### src/shared/hrp_params.svh
// constants of the host readback port: port addresses, read codes, status layout
// assumes it is included by hrp_pkg and the design files only
`ifndef HRP_PARAMS_SVH
`define HRP_PARAMS_SVH

// ----------------------------------------
// port addresses on host_addr
// ----------------------------------------
`define HRP_ADDR_READ_SEL 3'h5
`define HRP_ADDR_GAIN_SAMPLE 3'h2
`define HRP_ADDR_STATUS 3'h7

// ----------------------------------------
// read codes
// ----------------------------------------
`define HRP_CODE_IQ 3'h0
`define HRP_CODE_MAG_PHASE 3'h1
`define HRP_CODE_FREQ 3'h2
`define HRP_CODE_LEVEL 3'h4
`define HRP_CODE_GAIN_TIMING 3'h5

// ----------------------------------------
// read addresses within a source
// ----------------------------------------
`define HRP_RA_BYTE0 3'h0
`define HRP_RA_BYTE1 3'h1
`define HRP_RA_BYTE2 3'h2
`define HRP_RA_BYTE3 3'h3

// ----------------------------------------
// status byte field positions
// ----------------------------------------
`define HRP_ST_DEPTH_LSB 4
`define HRP_ST_EMPTY_BIT 3
`define HRP_ST_FULL_BIT 2
`define HRP_ST_READY_N_BIT 1
`define HRP_ST_LEVEL_DONE_BIT 0

// ----------------------------------------
// reset values
// ----------------------------------------
`define HRP_RST_CODE 3'h0
`define HRP_RST_BYTE 8'h00
`define HRP_RST_GAIN 15'h0000
`define HRP_RST_STROBE_N 1'b1

`endif

### src/shared/hrp_pkg.sv
// types of the host readback port
// assumes hrp_params.svh is on the include path
`include "hrp_params.svh"

package hrp_pkg;

	// ----------------------------------------
	// read source selection
	// ----------------------------------------
	typedef enum logic [2:0]
	{
		HRP_SRC_IQ = `HRP_CODE_IQ,
		HRP_SRC_MAG_PHASE = `HRP_CODE_MAG_PHASE,
		HRP_SRC_FREQ = `HRP_CODE_FREQ,
		HRP_SRC_UNUSED3 = 3'h3,
		HRP_SRC_LEVEL = `HRP_CODE_LEVEL,
		HRP_SRC_GAIN_TIMING = `HRP_CODE_GAIN_TIMING,
		HRP_SRC_UNUSED6 = 3'h6,
		HRP_SRC_UNUSED7 = 3'h7
	} hrp_read_code_t;

	typedef logic [7:0] hrp_byte_t;

endpackage : hrp_pkg

### src/shared/hrp_strobe_if.sv
// carries synchronised host strobe events from the pin stage to the port logic
// assumes one clock; all members are on clk_i
`timescale 1ns/1ps

interface hrp_strobe_if;
	logic write_done;
	logic read_start;
	logic read_low;
	logic [2:0] addr;
	logic [7:0] data;

	modport pins
	(
		output write_done,
		output read_start,
		output read_low,
		output addr,
		output data
	);

	modport port
	(
		input write_done,
		input read_start,
		input read_low,
		input addr,
		input data
	);
endinterface : hrp_strobe_if

### src/rtl/hrp_pin_sync.sv
// two-flop synchronisers and edge detection for the host port pins
// assumes the host holds address and data steady around its strobe edges
`timescale 1ns/1ps
`include "hrp_params.svh"

module hrp_pin_sync
	import hrp_pkg::*;
(
	input wire logic clk_i,
	input wire logic rst_i,
	input wire logic [2:0] host_addr_i,
	input wire logic [7:0] host_data_i,
	input wire logic write_strobe_n_i,
	input wire logic read_strobe_n_i,
	hrp_strobe_if.pins sb
);
	// ----------------------------------------
	// synchroniser state
	// ----------------------------------------
	logic [12:0] meta_q;
	logic [12:0] meta_d;
	logic [12:0] sync_q;
	logic [12:0] sync_d;
	logic wr_n_old_q;
	logic wr_n_old_d;
	logic rd_n_old_q;
	logic rd_n_old_d;

	always_comb
	begin
		meta_d = {write_strobe_n_i, read_strobe_n_i, host_addr_i, host_data_i};
		sync_d = meta_q;
		wr_n_old_d = sync_q[12];
		rd_n_old_d = sync_q[11];
	end

	always_ff @(posedge clk_i)
	begin
		if (rst_i)
		begin
			meta_q <= {`HRP_RST_STROBE_N, `HRP_RST_STROBE_N, 3'h0, `HRP_RST_BYTE};
			sync_q <= {`HRP_RST_STROBE_N, `HRP_RST_STROBE_N, 3'h0, `HRP_RST_BYTE};
			wr_n_old_q <= `HRP_RST_STROBE_N;
			rd_n_old_q <= `HRP_RST_STROBE_N;
		end
		else
		begin
			meta_q <= meta_d;
			sync_q <= sync_d;
			wr_n_old_q <= wr_n_old_d;
			rd_n_old_q <= rd_n_old_d;
		end
	end

	// edges are seen on the synchronised copy only, never on the first flop
	assign sb.write_done = sync_q[12] & ~wr_n_old_q;
	assign sb.read_start = ~sync_q[11] & rd_n_old_q;
	assign sb.read_low = ~sync_q[11];
	assign sb.addr = sync_q[10:8];
	assign sb.data = sync_q[7:0];

endmodule : hrp_pin_sync

### src/rtl/hrp_host_readback_port.sv
// readback half of the host microprocessor port: read code, byte select, status
// assumes host pins are asynchronous; internal sources are on clk_i
`timescale 1ns/1ps
`include "hrp_params.svh"

// What this block does
// - write to address 5 stores data bits 2:0 as read code
// - read address on host_addr picks the byte of the selected source
// - selected byte is driven from the falling read strobe onward
// - read address 111 returns status regardless of read code
// - codes 000, 001, 010 map I/Q, magnitude/phase, frequency bytes
// - code 100 returns 24-bit level detector bytes at 000 to 010
// - gain value is sampled for readback only by a write to location 10
// - gain bytes: low mantissa, then shift bits and top mantissa bits
// - code 101 addresses 010, 011 return unstabilised timing error bytes
// - status bits 6:4 show FIFO fill depth
// - status bit 3 shows FIFO empty
// - status bit 2 shows FIFO full; new samples refused while full
// - status bit 1 is the active-low buffer ready flag
// - status bit 0 shows level detector level_done_a done
// - address and data are captured on the rising write strobe
// - address 5 is decoded apart from holding and destination locations

module hrp_host_readback_port
	import hrp_pkg::*;
#(
	parameter int DATA_W = 16,
	parameter int LEVEL_W = 24,
	parameter int MANT_W = 11,
	parameter int SHIFT_W = 4
)
(
	input wire logic clk_i,
	input wire logic rst_i,
	input wire logic [2:0] host_addr_i,
	input wire logic [7:0] host_data_i,
	input wire logic write_strobe_n_i,
	input wire logic read_strobe_n_i,
	output logic [7:0] host_data_o,
	output logic host_data_oe_n_o,
	input wire logic [DATA_W-1:0] i_data_i,
	input wire logic [DATA_W-1:0] q_data_i,
	input wire logic [DATA_W-1:0] mag_data_i,
	input wire logic [DATA_W-1:0] phase_data_i,
	input wire logic [DATA_W-1:0] freq_data_i,
	input wire logic [LEVEL_W-1:0] level_data_i,
	input wire logic [MANT_W-1:0] gain_mant_i,
	input wire logic [SHIFT_W-1:0] gain_shift_i,
	input wire logic [DATA_W-1:0] timing_err_i,
	input wire logic [2:0] fifo_depth_i,
	input wire logic fifo_empty_i,
	input wire logic fifo_full_i,
	input wire logic buffer_ready_n_i,
	input wire logic level_done_a_i,
	input wire logic sample_push_i,
	output logic sample_accept_o
);
	// ----------------------------------------
	// pin stage
	// ----------------------------------------
	hrp_strobe_if sb ();

	hrp_pin_sync u_sync
	(
		.clk_i(clk_i),
		.rst_i(rst_i),
		.host_addr_i(host_addr_i),
		.host_data_i(host_data_i),
		.write_strobe_n_i(write_strobe_n_i),
		.read_strobe_n_i(read_strobe_n_i),
		.sb(sb)
	);

	// ----------------------------------------
	// write side: read code and gain sample
	// ----------------------------------------
	hrp_read_code_t code_q;
	hrp_read_code_t code_d;
	logic [MANT_W+SHIFT_W-1:0] gain_q;
	logic [MANT_W+SHIFT_W-1:0] gain_d;

	always_comb
	begin
		code_d = code_q;
		gain_d = gain_q;
		if (sb.write_done)
		begin
			// only address 5 touches the read code; 0-4 belong to the loader
			if (sb.addr == `HRP_ADDR_READ_SEL)
			begin
				code_d = hrp_read_code_t'(sb.data[2:0]);
			end
			// gain is frozen here so its two bytes always come from one value
			if (sb.addr == `HRP_ADDR_GAIN_SAMPLE)
			begin
				gain_d = {gain_shift_i, gain_mant_i};
			end
		end
	end

	always_ff @(posedge clk_i)
	begin
		if (rst_i)
		begin
			code_q <= hrp_read_code_t'(`HRP_RST_CODE);
			gain_q <= `HRP_RST_GAIN;
		end
		else
		begin
			code_q <= code_d;
			gain_q <= gain_d;
		end
	end

	// ----------------------------------------
	// read side: byte selection
	// ----------------------------------------
	hrp_byte_t status_byte;
	hrp_byte_t sel_byte;
	logic [MANT_W+SHIFT_W-1:0] gain_wide;

	always_comb
	begin
		status_byte = `HRP_RST_BYTE;
		status_byte[`HRP_ST_DEPTH_LSB +: 3] = fifo_depth_i;
		status_byte[`HRP_ST_EMPTY_BIT] = fifo_empty_i;
		status_byte[`HRP_ST_FULL_BIT] = fifo_full_i;
		status_byte[`HRP_ST_READY_N_BIT] = buffer_ready_n_i;
		status_byte[`HRP_ST_LEVEL_DONE_BIT] = level_done_a_i;
		gain_wide = gain_q;
		sel_byte = `HRP_RST_BYTE;
		if (sb.addr == `HRP_ADDR_STATUS)
		begin
			sel_byte = status_byte;
		end
		else
		begin
			unique case (code_q)
				HRP_SRC_IQ:
				begin
					unique case (sb.addr)
						`HRP_RA_BYTE0: sel_byte = i_data_i[7:0];
						`HRP_RA_BYTE1: sel_byte = i_data_i[15:8];
						`HRP_RA_BYTE2: sel_byte = q_data_i[7:0];
						`HRP_RA_BYTE3: sel_byte = q_data_i[15:8];
						default: sel_byte = `HRP_RST_BYTE;
					endcase
				end
				HRP_SRC_MAG_PHASE:
				begin
					unique case (sb.addr)
						`HRP_RA_BYTE0: sel_byte = mag_data_i[7:0];
						`HRP_RA_BYTE1: sel_byte = mag_data_i[15:8];
						`HRP_RA_BYTE2: sel_byte = phase_data_i[7:0];
						`HRP_RA_BYTE3: sel_byte = phase_data_i[15:8];
						default: sel_byte = `HRP_RST_BYTE;
					endcase
				end
				HRP_SRC_FREQ:
				begin
					unique case (sb.addr)
						`HRP_RA_BYTE0: sel_byte = freq_data_i[7:0];
						`HRP_RA_BYTE1: sel_byte = freq_data_i[15:8];
						default: sel_byte = `HRP_RST_BYTE;
					endcase
				end
				HRP_SRC_LEVEL:
				begin
					unique case (sb.addr)
						`HRP_RA_BYTE0: sel_byte = level_data_i[7:0];
						`HRP_RA_BYTE1: sel_byte = level_data_i[15:8];
						`HRP_RA_BYTE2: sel_byte = level_data_i[23:16];
						default: sel_byte = `HRP_RST_BYTE;
					endcase
				end
				HRP_SRC_GAIN_TIMING:
				begin
					unique case (sb.addr)
						`HRP_RA_BYTE0: sel_byte = gain_wide[7:0];
						`HRP_RA_BYTE1: sel_byte = {1'b0, gain_wide[14:8]};
						// timing error is live, so its two bytes may not match
						`HRP_RA_BYTE2: sel_byte = timing_err_i[7:0];
						`HRP_RA_BYTE3: sel_byte = timing_err_i[15:8];
						default: sel_byte = `HRP_RST_BYTE;
					endcase
				end
				default: sel_byte = `HRP_RST_BYTE;
			endcase
		end
	end

	// ----------------------------------------
	// output drive
	// ----------------------------------------
	hrp_byte_t data_q;
	hrp_byte_t data_d;
	logic oe_n_q;
	logic oe_n_d;
	logic accept_q;
	logic accept_d;

	always_comb
	begin
		data_d = data_q;
		// byte is latched at the strobe edge so it stays put for the whole read
		if (sb.read_start)
		begin
			data_d = sel_byte;
		end
		oe_n_d = ~(sb.read_low | sb.read_start);
		accept_d = sample_push_i & ~fifo_full_i;
	end

	always_ff @(posedge clk_i)
	begin
		if (rst_i)
		begin
			data_q <= `HRP_RST_BYTE;
			oe_n_q <= `HRP_RST_STROBE_N;
			accept_q <= 1'b0;
		end
		else
		begin
			data_q <= data_d;
			oe_n_q <= oe_n_d;
			accept_q <= accept_d;
		end
	end

	assign host_data_o = data_q;
	assign host_data_oe_n_o = oe_n_q;
	assign sample_accept_o = accept_q;

endmodule : hrp_host_readback_port

### config.mk
export PLATFORM = sky130hd
export DESIGN_NAME = hrp_host_readback_port
export DESIGN_NICKNAME = d
export VERILOG_FILES = /design/src/shared/hrp_pkg.sv /design/src/shared/hrp_strobe_if.sv /design/src/rtl/hrp_pin_sync.sv /design/src/rtl/hrp_host_readback_port.sv
export VERILOG_INCLUDE_DIRS = /design/src /design/src/shared
export SDC_FILE = /design/constraint.sdc
export NUM_CORES = 1
export LEC_CHECK = 0
export BUFFER_PORTS_ARGS = -buffer_cell sky130_fd_sc_hd__clkbuf_2
export CAP_MARGIN = 20
export CORE_AREA = 2 2 66 115
export CTS_CLUSTER_DIAMETER = 120
export DETAILED_ROUTE_END_ITERATION = 10
export DIE_AREA = 0 0 68 117
export GPL_ROUTABILITY_DRIVEN = 0
export PLACE_DENSITY = 0.74
export SLEW_MARGIN = 20
export SYNTH_ARGS = -nofsm -noshare
export SYNTH_HDL_FRONTEND = slang
export SYNTH_SLANG_ARGS = --single-unit
### constraint.sdc
create_clock -name clk_i -period 2.4 [get_ports clk_i]
set_input_delay 0.72 -clock clk_i [delete_from_list [all_inputs] [get_ports clk_i]]
set_output_delay 0.72 -clock clk_i [all_outputs]
set_load 0.01 [all_outputs]
==> metrics.md, run 1 <==
| Metric | Value |
|---|---|
| Outcome | `finished, final reports clean` |
| P_leak | `1.68 nW` |
| Drt pass-1 iters | `4` |
| Clk slew on worst S/H paths | `0.07 ns` |
| R2R Path Start | `u_sync.sync_q[8]` |
| CTS buffer count | `5` |
| Worst Clk Skew | `0.00723 ns` |
| TritonCTS clock tree | `built` |
| HP Start | `u_sync.meta_q[12]` |
| Yosys reg bits | `46` |
| Total core area | `7080 um2` |
| Port Buffers | `162` |
| Async SR Flop Fraction | `0` |
| Wirelength per Cell | `between 15 and 20 um` |
| Clk_lat worst skew | `0.29 ns` |
| Critical path peak fanout | `18` |
| Clock Tree Root | `clkbuf_16` |
| WHS Path Cells | `1` |
| Critical Path RT | `2.56 ns` |
| Seq pwr share | `0.445` |
| Peak supply drop | `between 400 and 500 uV` |
| Fillers | `a little under 700` |
| First-pass GRT wire length | `12.6 mm` |
| Placed cells | `503` |
| H-tree Lvls | `2` |
| R2R Path End | `host_data_o[6]` |
| Rel. slew slack | `0.549` |
| Gr usage total | `0.212` |
| Setup CP Type | `reg -> reg` |
| Register area share after synthesis | `0.334` |
| Critical Path AT | `approximately 2.2 ns` |
| Starting density of the core | `0.389` |
| Pwr Density | `a little under 500 nW/um2` |
| Cells after synthesis | `266` |
| Final setup vio count | `0` |
| Switching Fraction | `0.247` |
| Post-synth EDFFs | `0` |
| Crit share post-route | `0.857` |
| Clock power share | `0.377` |
| Io pins | `168` |
| Vias in the first global route | `2763` |
| Largest net degree at the start of global routing | `36` |
| Finished Layout Cells | `511` |
| Synth unique cells | `39` |
| Max Cap Viol | `0` |
| Util after Layout | `0.531` |
| Setup Buffers After CTS | `0` |
| Nets | `582` |
| Worst Hold Endpoint | `u_sync.sync_q[12]` |
| Layout area overhead | `36.3%` |
| Post-synth net total | `424` |
| Cell Area, Synth | `approximately 2800 um2` |
| CTS resizes | `0` |
| CTS Sinks | `46` |
| Diode count | `0` |
| Post-synth top flop | `dfxtp_1` |
| Gate power share | `0.178` |
| Final Power | `1.80 mW` |
| HP Class | `reg -> reg` |
| Vias/cell | `between 5 and 6` |
| Slew Viols, Final | `0` |
| Share of cells above drive strength 1 | `0.489` |
| Global Route met2 Usage | `0.394` |
| DRT Wirelength | `about 8.3 mm` |
| Fin area | `between 3000 and 4000 um2` |
| Die footprint | `~8000 um2` |
| Pin slew with the least headroom to its limit | `0.676 ns` |
| Post-CTS Hold Buffers | `0` |
| R2r setup slk | `0.34 ns` |
| P_sw | `447 uW` |
| Post-route minimum period | `2.06 ns` |
| Die W | `68 um` |
| Peak Freq | `486 MHz` |
| Hold Vio Cnt, Final | `0` |
| GRT Max-Usage Layer | `met2` |
| Post-DP Area | `~3600 um2` |
| Worst-case clock buffer depth | `2` |
| Grt total ovfl | `0` |
| Internal | `~1.4 mW` |
| Unrepaired setup endpoints after global routing | `no` |
| Remaining antenna violation count after routing | `0` |
| DRC Markers | `0` |
| Iter 0 DRT Violations | `122` |
| Yosys warning count | `0` |
| CP Capture Type | `flip-flop` |
| Syn Area/Cell | `10.4 um2` |
| Hpwl dp | `6.74 mm` |
| Row count | `41` |
| Worst R2R Path Depth | `4` |
| Nature of the critical path startpoint | `flip-flop` |
| Via count | `2724` |
| GR Util met3 | `0.0335` |
| Initial antenna violation count | `0` |
| Die Ht | `117 um` |
| Final setup TNS | `0 ns` |
| Met1 usage | `0.228` |
-- cell usage in the layout (no fill, tap or decap), types with 8 or more instances in the layout --
master,n
dfxtp_1,45
nor2b_1,14
a221oi_1,8
mux2i_1,53
o22ai_1,13
mux2_2,8
nand2_1,8
clkbuf_2,162
buf_4,12
or2_2,8
nor2_1,29
-- per-layer routing --
metal,vias to the layer above,share of wire
li1,1327,-
met1,1258,0.37
met2,119,0.53
met3,20,0.066
met4,0,0.029
met5,-,0
-- how the worst max path moves through the flow --
stage | cells past startpoint | slack, ns | from | to
2_1_floorplan | 3 | 0.70 | timing_err_i[3] | host_data_o[3]
3_3_place_gp | 4 | 0.38 | u_sync.sync_q[8] | host_data_o[6]
3_5_place_dp | 4 | 0.32 | u_sync.sync_q[8] | host_data_o[6]
4_1_cts | 4 | 0.32 | u_sync.sync_q[8] | host_data_o[6]
5_1_grt | 5 | 0.26 | u_sync.sync_q[8] | host_data_o[2]
6_report | 4 | 0.34 | u_sync.sync_q[8] | host_data_o[6]
-- area by class of cell --
cell class	instances	area, um2	share of cell area
Timing Repair Buffer	175	921	0.245
Multi-Input combinational cell	196	1660	0.443
Tap cell	86	108	0.0286
Clock inverter	3	18.8	0.00500
Sequential cell	46	922	0.245
Clock buffer	5	125	0.0333
-- synthesized netlist by cell type, types with 2 or more instances --
master | count | share of area
buf_12 | 2 | 0.015
mux2i_1 | 53 | 0.19
and2_1 | 2 | 0.0045
and3_1 | 3 | 0.0068
mux2_2 | 8 | 0.033
mux4_2 | 5 | 0.041
a221oi_1 | 8 | 0.025
nor2b_1 | 14 | 0.032
or2_2 | 8 | 0.018
nor2_1 | 29 | 0.039
buf_6 | 4 | 0.016
a311oi_1 | 6 | 0.019
o21ai_0 | 3 | 0.0054
nand2_1 | 8 | 0.011
nand2b_1 | 3 | 0.0068
o22ai_1 | 13 | 0.030
clkbuf_1 | 7 | 0.0095
buf_2 | 4 | 0.0073
dfxtp_1 | 46 | 0.33
mux4_1 | 5 | 0.048
o2bb2ai_1 | 6 | 0.019
and2b_1 | 2 | 0.0054
a222oi_1 | 6 | 0.022
buf_1 | 5 | 0.0068
nor3_4 | 2 | 0.012
-- registers in the layout, indices dropped and copies added, names as in the netlist --
| register | flops |
|---|---|
| host_data_o | 8 |
| gain_q | 15 |
| u_sync.rd_n_old_q | 1 |
| u_sync.meta_q | 8 |
| host_data_oe_n_o | 1 |
| code_q | 3 |
| sample_accept_o | 1 |
| u_sync.sync_q | 8 |
| u_sync.wr_n_old_q | 1 |
-- stage by stage --
| stage | setup slack [ns] | hold WS [ns] |
|---|---|---|
| after global routing | 0.255 | 0.421 |
| after CTS | 0.321 | 0.408 |
| after detailed placement | 0.322 | 0.393 |
| after global placement | 0.384 | 0.396 |
| final | 0.343 | 0.407 |
| after floorplan | 0.697 | 0.389 |
-- critical path, cell delays in order (launching register included) --
cell and delay [ns]:
dfxtp_2 0.67, buf_4 0.30, mux4_1 0.60, a32oi_1 0.21, a41oi_1 0.13
-- power by group through the flow --
stage	sequential (mW)	clock, mW	combinational, mW
2_1_floorplan	0.814	0	0.162
5_1_grt	0.805	0.725	0.351
6_report	0.802	0.681	0.321
3_5_place_dp	0.820	0	0.324
4_1_cts	0.802	0.697	0.325
3_3_place_gp	0.819	0	0.317
-- cells by family after synthesis --
kind of cell,Yosys count,share of synthesized area
AND/OR/NAND/NOR,77,0.152
multiplexers,71,0.314
AO/OA/AOI/OAI,48,0.138
flip-flops,46,0.334
buffers and inverters,24,0.0626
(Power assumes the default switching activity.)
==> run 2, diff against run 1 <==
clock period = 2.1 ns   (was 2.4 ns; I/O delays follow)
==> run 2 against run 1 <==
Effect of this change:
- total power up 15%
- final cell count up 0.59%
- clock skew about the same
- critical path depth unchanged
- die area unchanged
- via count up 2.5%
- fmax up 4.9%
- core utilization up 0.32 points
- worst hold slack better by 0.0078 ns
- sequential power up 14%
==> metrics.md, run 2 (same netlist as run 1, synthesis figures left out) <==
| Metric | Value |
|---|---|
| Nature of the critical path startpoint | `flip-flop (unchanged)` |
| Worst Clk Skew | `0.00699 ns (was 0.00723 ns)` |
| Setup CP Type | `reg -> reg (unchanged)` |
| Layout area overhead | `37.1% (was 36.3%)` |
| Via count | `2792 (was 2724)` |
| Rel. slew slack | `0.589 (was 0.549)` |
| Port Buffers | `162 (unchanged)` |
| Top reg by flops | `gain_q (unchanged)` |
| Starting density of the core | `0.389 (unchanged)` |
| Vias in the first global route | `2745 (was 2763)` |
| CP Capture Type | `flip-flop (unchanged)` |
| First-pass GRT wire length | `12.5 mm (was 12.6 mm)` |
| Wirelength per Cell | `16.7 um (was 16.3 um)` |
| Max Cap Viol | `0 (unchanged)` |
| Hold Vio Cnt, Final | `0 (unchanged)` |
| Setup Buffers After CTS | `0 (unchanged)` |
| Top layer in use | `met4 (unchanged)` |
| Grt total ovfl | `0 (unchanged)` |
| Slew Viols, Final | `0 (unchanged)` |
| DRC Markers | `0 (unchanged)` |
| WP buf/inv | `1 (unchanged)` |
| Final setup vio count | `0 (unchanged)` |
| Share of cells above drive strength 1 | `0.493 (was 0.489)` |
| Hpwl dp | `6.99 mm (was 6.74 mm)` |
| Clk slew on worst S/H paths | `0.07 ns (about the same)` |
| Row count | `41 (unchanged)` |
| Unrepaired setup endpoints after global routing | `no (unchanged)` |
| Slowest-stage cell, CP | `dfxtp_2 (unchanged)` |
| Critical path peak fanout | `14 (was 18)` |
| Gr usage total | `0.214 (was 0.212)` |
| P_leak | `1.69 nW (was 1.68 nW)` |
| CTS buffer count | `5 (unchanged)` |
| Detail Route met3 WL | `573 um (was 549 um)` |
| Peak Freq | `510 MHz (was 486 MHz)` |
| HP Class | `reg -> reg (unchanged)` |
| Die Ht | `117 um (unchanged)` |
| R2r setup slk | `0.14 ns (was 0.34 ns)` |
| Crit share post-route | `0.934 (was 0.857)` |
| Diode count | `0 (unchanged)` |
| Critical Path RT | `2.26 ns (was 2.56 ns)` |
| Wire length on met1 | `3.12 mm (was 3.10 mm)` |
| Finished Layout Cells | `514 (was 511)` |
| Total core area | `7080 um2 (unchanged)` |
| Die footprint | `7960 um2 (unchanged)` |
| Most common cell after layout, fill and taps aside | `clkbuf_2 (unchanged)` |
| Critical Path Max Stage Delay | `0.61 ns (was 0.67 ns)` |
| Drt pass-1 iters | `4 (unchanged)` |
| Peak supply drop | `479 uV (was 407 uV)` |
| Critical Path AT | `2.12 ns (was 2.22 ns)` |
| Final setup TNS | `0 ns (unchanged)` |
| Initial antenna violation count | `0 (unchanged)` |
| CTS Sinks | `46 (unchanged)` |
| Die W | `68 um (unchanged)` |
| WHS | `0.415 ns (was 0.407 ns)` |
| Pwr Density | `549 nW/um2 (was 480 nW/um2)` |
| Worst-case clock buffer depth | `2 (unchanged)` |
| Nets | `585 (was 582)` |
| Met2 Routed Length | `4.59 mm (was 4.46 mm)` |
| Post-route minimum period | `1.96 ns (was 2.06 ns)` |
| Iter 0 DRT Violations | `156 (was 122)` |
| Placed cells | `506 (was 503)` |
| Pin slew with the least headroom to its limit | `0.615 ns (was 0.676 ns)` |
| Max reg flops | `15 (unchanged)` |
| Crit path max-delay family | `flip-flops (unchanged)` |
| Vias/cell | `5.43 (was 5.33)` |
| TritonCTS clock tree | `built (unchanged)` |
| CTS resizes | `0 (unchanged)` |
| Commonest non-fill, non-tap cells in the layout | `clkbuf_2 (162), mux2i_1 (53), dfxtp_1 (45) (unchanged)` |
| Critical Path, Cell by Cell | `buf_4 > mux4_1 > a22oi_1 > a311oi_1 (was buf_4 > mux4_1 > a32oi_1 > a41oi_1)` |
| Remaining antenna violation count after routing | `0 (unchanged)` |
| Outcome | `finished, final reports clean (unchanged)` |
| Clock Tree Root | `clkbuf_16 (unchanged)` |
| Final Power | `2.07 mW (was 1.80 mW)` |
| Io pins | `168 (unchanged)` |
| Post-CTS Hold Buffers | `0 (unchanged)` |
| Clk_lat worst skew | `0.29 ns (about the same)` |
| H-tree Lvls | `2 (unchanged)` |
| Largest net degree at the start of global routing | `30 (was 36)` |
| DRT Wirelength | `8.57 mm (was 8.35 mm)` |
-- run 2: cell count changes in the layout (fill, tap and decap cells not counted), sizes merged --
cell,previous run,this run
buf,13,16
-- run 2: worst paths after layout --
path,startpoint,to,cells after the start
worst min-delay path,u_sync.meta_q[12],u_sync.sync_q[12],1
worst max register to register,u_sync.sync_q[8],host_data_o[3],4
worst max-delay path,u_sync.sync_q[8],host_data_o[3],4
worst min register to register,u_sync.meta_q[12],u_sync.sync_q[12],1
-- run 2: cell type report --
class	instances	area, um2
multi-input cells	196	1660
well taps	86	108
clock inverters	3	18.8
repair buffers	178	943
fillers	695	3300
flip-flops and latches	46	922
clock buffers	5	125
-- run 2: per-stage QoR --
stage               worst slack (ns)   util  cell area, um2
CTS                            0.138  0.534            3780
global placement               0.177  0.514            3640
detailed placement             0.131  0.514            3640
finish                         0.139  0.534            3780
floorplan                      0.487      -            2760
global route                  0.0348  0.534            3780
-- run 2: metal layers --
layer  vias up  GRT usage
li1       1330          -
met1      1312      0.209
met2       128      0.402
met3        22     0.0449
met4         0      0.113
met5         -          0
-- run 2: where the power goes --
part / total [mW] / switching (mW) / internal [mW]
registers: 0.915 / 0.0168 / 0.898
logic: 0.375 / 0.161 / 0.214
clock network: 0.784 / 0.343 / 0.441
==> run 3, diff against run 2 <==
ABC_AREA = 1   (was not set)
CORE_AREA = 2 2 72 125   (was 2 2 66 115)
DIE_AREA = 0 0 74 127   (was 0 0 68 117)
PLACE_DENSITY = 0.7   (was 0.74)
SYNTH_HIERARCHICAL = 1   (was not set)
==> run 3 against run 2 <==
Effect of this change:
- wire length is 19% higher
- register-to-register slack better by 0.14 ns
- clock power is 3.3% lower
- clock-buffer cell count is 1 higher
- non-clock buffer count is 5 lower
- critical path type unchanged
- area after synthesis is 6.8% higher
- total power is 0.22% lower
- synthesized cell count is 91% higher
- via count is 28% higher
- sequential power hardly changed
- fmax is 7.7% higher
==> metrics.md, run 3 <==
| Metric | Value |
|---|---|
| Outcome | `finished, final reports clean (unchanged)` |
| Wirelength per Cell | `13.2 um (was 16.7 um)` |
| GRT Max-Usage Layer | `met2 (unchanged)` |
| Most common cell after layout, fill and taps aside | `clkbuf_2 (unchanged)` |
| Post-CTS Hold Buffers | `0 (unchanged)` |
| Grt total ovfl | `0 (unchanged)` |
| Starting density of the core | `0.354 (was 0.389)` |
| Worst Clk Skew | `0.00733 ns (was 0.00699 ns)` |
| Setup Buffers After CTS | `0 (unchanged)` |
| Critical Path RT | `2.33 ns (was 2.26 ns)` |
| Largest net degree at the start of global routing | `43 (was 30)` |
| Total core area | `8310 um2 (was 7080 um2)` |
| Row count | `44 (was 41)` |
| Most used cell, CP | `nand2_1` |
| DRC Markers | `0 (unchanged)` |
| P_leak | `2.18 nW (was 1.69 nW)` |
| Clk slew on worst S/H paths | `0.06 ns (was 0.07 ns)` |
| Critical Path AT | `2.05 ns (was 2.12 ns)` |
| DRT Wirelength | `10.2 mm (was 8.57 mm)` |
| Port Buffers | `162 (unchanged)` |
| GR Util met3 | `0.0276 (was 0.0449)` |
| Hold Vio Cnt, Final | `0 (unchanged)` |
| Slew Viols, Final | `0 (unchanged)` |
| Share of cells above drive strength 1 | `0.293 (was 0.493)` |
| Hpwl dp | `8.16 mm (was 6.99 mm)` |
| Final setup vio count | `0 (unchanged)` |
| Slowest-stage cell, CP | `dfxtp_2 (unchanged)` |
| Pin slew with the least headroom to its limit | `0.578 ns (was 0.615 ns)` |
| Commonest non-fill, non-tap cells in the layout | `clkbuf_2 (162), nand2_1 (155), nor2_1 (88) (was clkbuf_2 (162), mux2i_1 (53), dfxtp_1 (45))` |
| Final setup TNS | `0 ns (unchanged)` |
| Critical Path, Cell by Cell | `buf_4 > nand2_1 > nor2_2 > buf_4 > nand2_1 > nand2_1 > nor2_1 > nor2_1 > nor2_1 > nand4_1 > nand2_1 > inv_1 (was buf_4 > mux4_1 > a22oi_1 > a311oi_1)` |
| Max reg flops | `15 (unchanged)` |
| Peak supply drop | `563 uV (was 479 uV)` |
| Die footprint | `9400 um2 (was 7960 um2)` |
| Critical path peak fanout | `17 (was 14)` |
| First-pass GRT wire length | `15.5 mm (was 12.5 mm)` |
| Initial antenna violation count | `0 (unchanged)` |
| Rel. slew slack | `0.613 (was 0.589)` |
| Vias/cell | `4.66 (was 5.43)` |
| Max Cap Viol | `0 (unchanged)` |
| Via count | `3587 (was 2792)` |
| Crit share post-route | `0.867 (was 0.934)` |
| Vias in the first global route | `3521 (was 2745)` |
| Clk_lat worst skew | `0.28 ns (was 0.29 ns)` |
| Worst-case clock buffer depth | `2 (unchanged)` |
| Die W | `74 um (was 68 um)` |
| Final critical-path setup slack | `0.280 ns (was 0.139 ns)` |
| Top reg by flops | `gain_q (unchanged)` |
| Pwr Density | `524 nW/um2 (was 549 nW/um2)` |
| Remaining antenna violation count after routing | `0 (unchanged)` |
| Nets | `814 (was 585)` |
| CP Capture Type | `flip-flop (unchanged)` |
| Iter 0 DRT Violations | `154 (was 156)` |
| HP Class | `reg -> reg (unchanged)` |
| Setup CP Type | `reg -> reg (unchanged)` |
| TritonCTS clock tree | `built (unchanged)` |
| Yosys warning count | `6 (was 0)` |
| Critical Path Max Stage Delay | `0.43 ns (was 0.61 ns)` |
| Cells after synthesis | `507 (was 266)` |
| Post-synth net total | `665 (was 424)` |
| CTS buffer count | `5 (unchanged)` |
| Clock Tree Root | `clkbuf_16 (unchanged)` |
| Drt pass-1 iters | `5 (was 4)` |
| Cell Area, Synth | `2940 um2 (was 2760 um2)` |
| Nature of the critical path startpoint | `flip-flop (unchanged)` |
| Peak Freq | `549 MHz (was 510 MHz)` |
| Layout area overhead | `34.0% (was 37.1%)` |
| Unrepaired setup endpoints after global routing | `no (unchanged)` |
| Diode count | `0 (unchanged)` |
| Post-route minimum period | `1.82 ns (was 1.96 ns)` |
| Die Ht | `127 um (was 117 um)` |
| H-tree Lvls | `2 (unchanged)` |
| Gr usage total | `0.212 (was 0.214)` |
| Met1 usage | `0.227 (was 0.209)` |
| Setup slack at placement | `0.117 ns (was 0.131 ns)` |
| Global Route met2 Usage | `0.394 (was 0.402)` |
| Syn Area/Cell | `5.81 um2 (was 10.4 um2)` |
| Io pins | `168 (unchanged)` |
| CTS Sinks | `46 (unchanged)` |
[run 3: repair_timing]
item | CTS | global route
setup endpoints to repair | 0 | 8
endpoints found under the hold margin | 0 | 0
resized for setup | 0 | 4
[run 3: metal layers]
metal / routed length [um] / part of all wire
met1: 3950 / 0.39
met5: 0 / 0
met4: 355 / 0.035
met3: 582 / 0.057
met2: 5280 / 0.52
[run 3: power by group]
part / leakage, nW / switching [mW] / internal (mW)
clock network: 0.0688 / 0.299 / 0.460
registers: 0.376 / 0.0139 / 0.900
logic: 1.74 / 0.209 / 0.188
[run 3: worst paths after layout]
kind / start / to / slack (ns) / cells past startpoint
setup / recovery: u_sync/sync_q[8] / host_data_o[2] / 0.28 / 12
hold / removal: u_sync/meta_q[8] / u_sync/sync_q[8] / 0.39 / 2
setup reg to reg: u_sync/sync_q[8] / host_data_o[2] / 0.28 / 12
hold reg to reg: u_sync/meta_q[8] / u_sync/sync_q[8] / 0.39 / 2
[run 3: per-stage QoR]
| stage | cells | power, mW | hold WS [ns] | util | instance area, um2 |
|---|---|---|---|---|---|
| after floorplan | 507 | 1.13 | 0.387 | - | 2940 |
| after global placement | 764 | 1.32 | 0.392 | 0.457 | 3800 |
| after detailed placement | 764 | 1.33 | 0.393 | 0.457 | 3800 |
| after CTS | 770 | 2.08 | 0.401 | 0.474 | 3940 |
| after global routing | 770 | 2.17 | 0.421 | 0.475 | 3950 |
| final | 770 | 2.07 | 0.394 | 0.475 | 3950 |
[run 3: worst max-delay path: cells and delay by family (launching register included)]
| family | cells | cell delay [ns] |
|---|---|---|
| buffers and inverters | 3 | 0.53 |
| DFF | 1 | 0.43 |
| and+or+nand+nor | 9 | 0.80 |
[run 3: area by class of cell]
type | count | area [um2]
Sequential cell | 46 | 922
Timing Repair Buffer | 173 | 906
Inverter | 51 | 194
Tap cell | 115 | 144
Multi-Input combinational cell | 379 | 1640
Clock buffer | 6 | 139
Fill cell | 893 | 4370
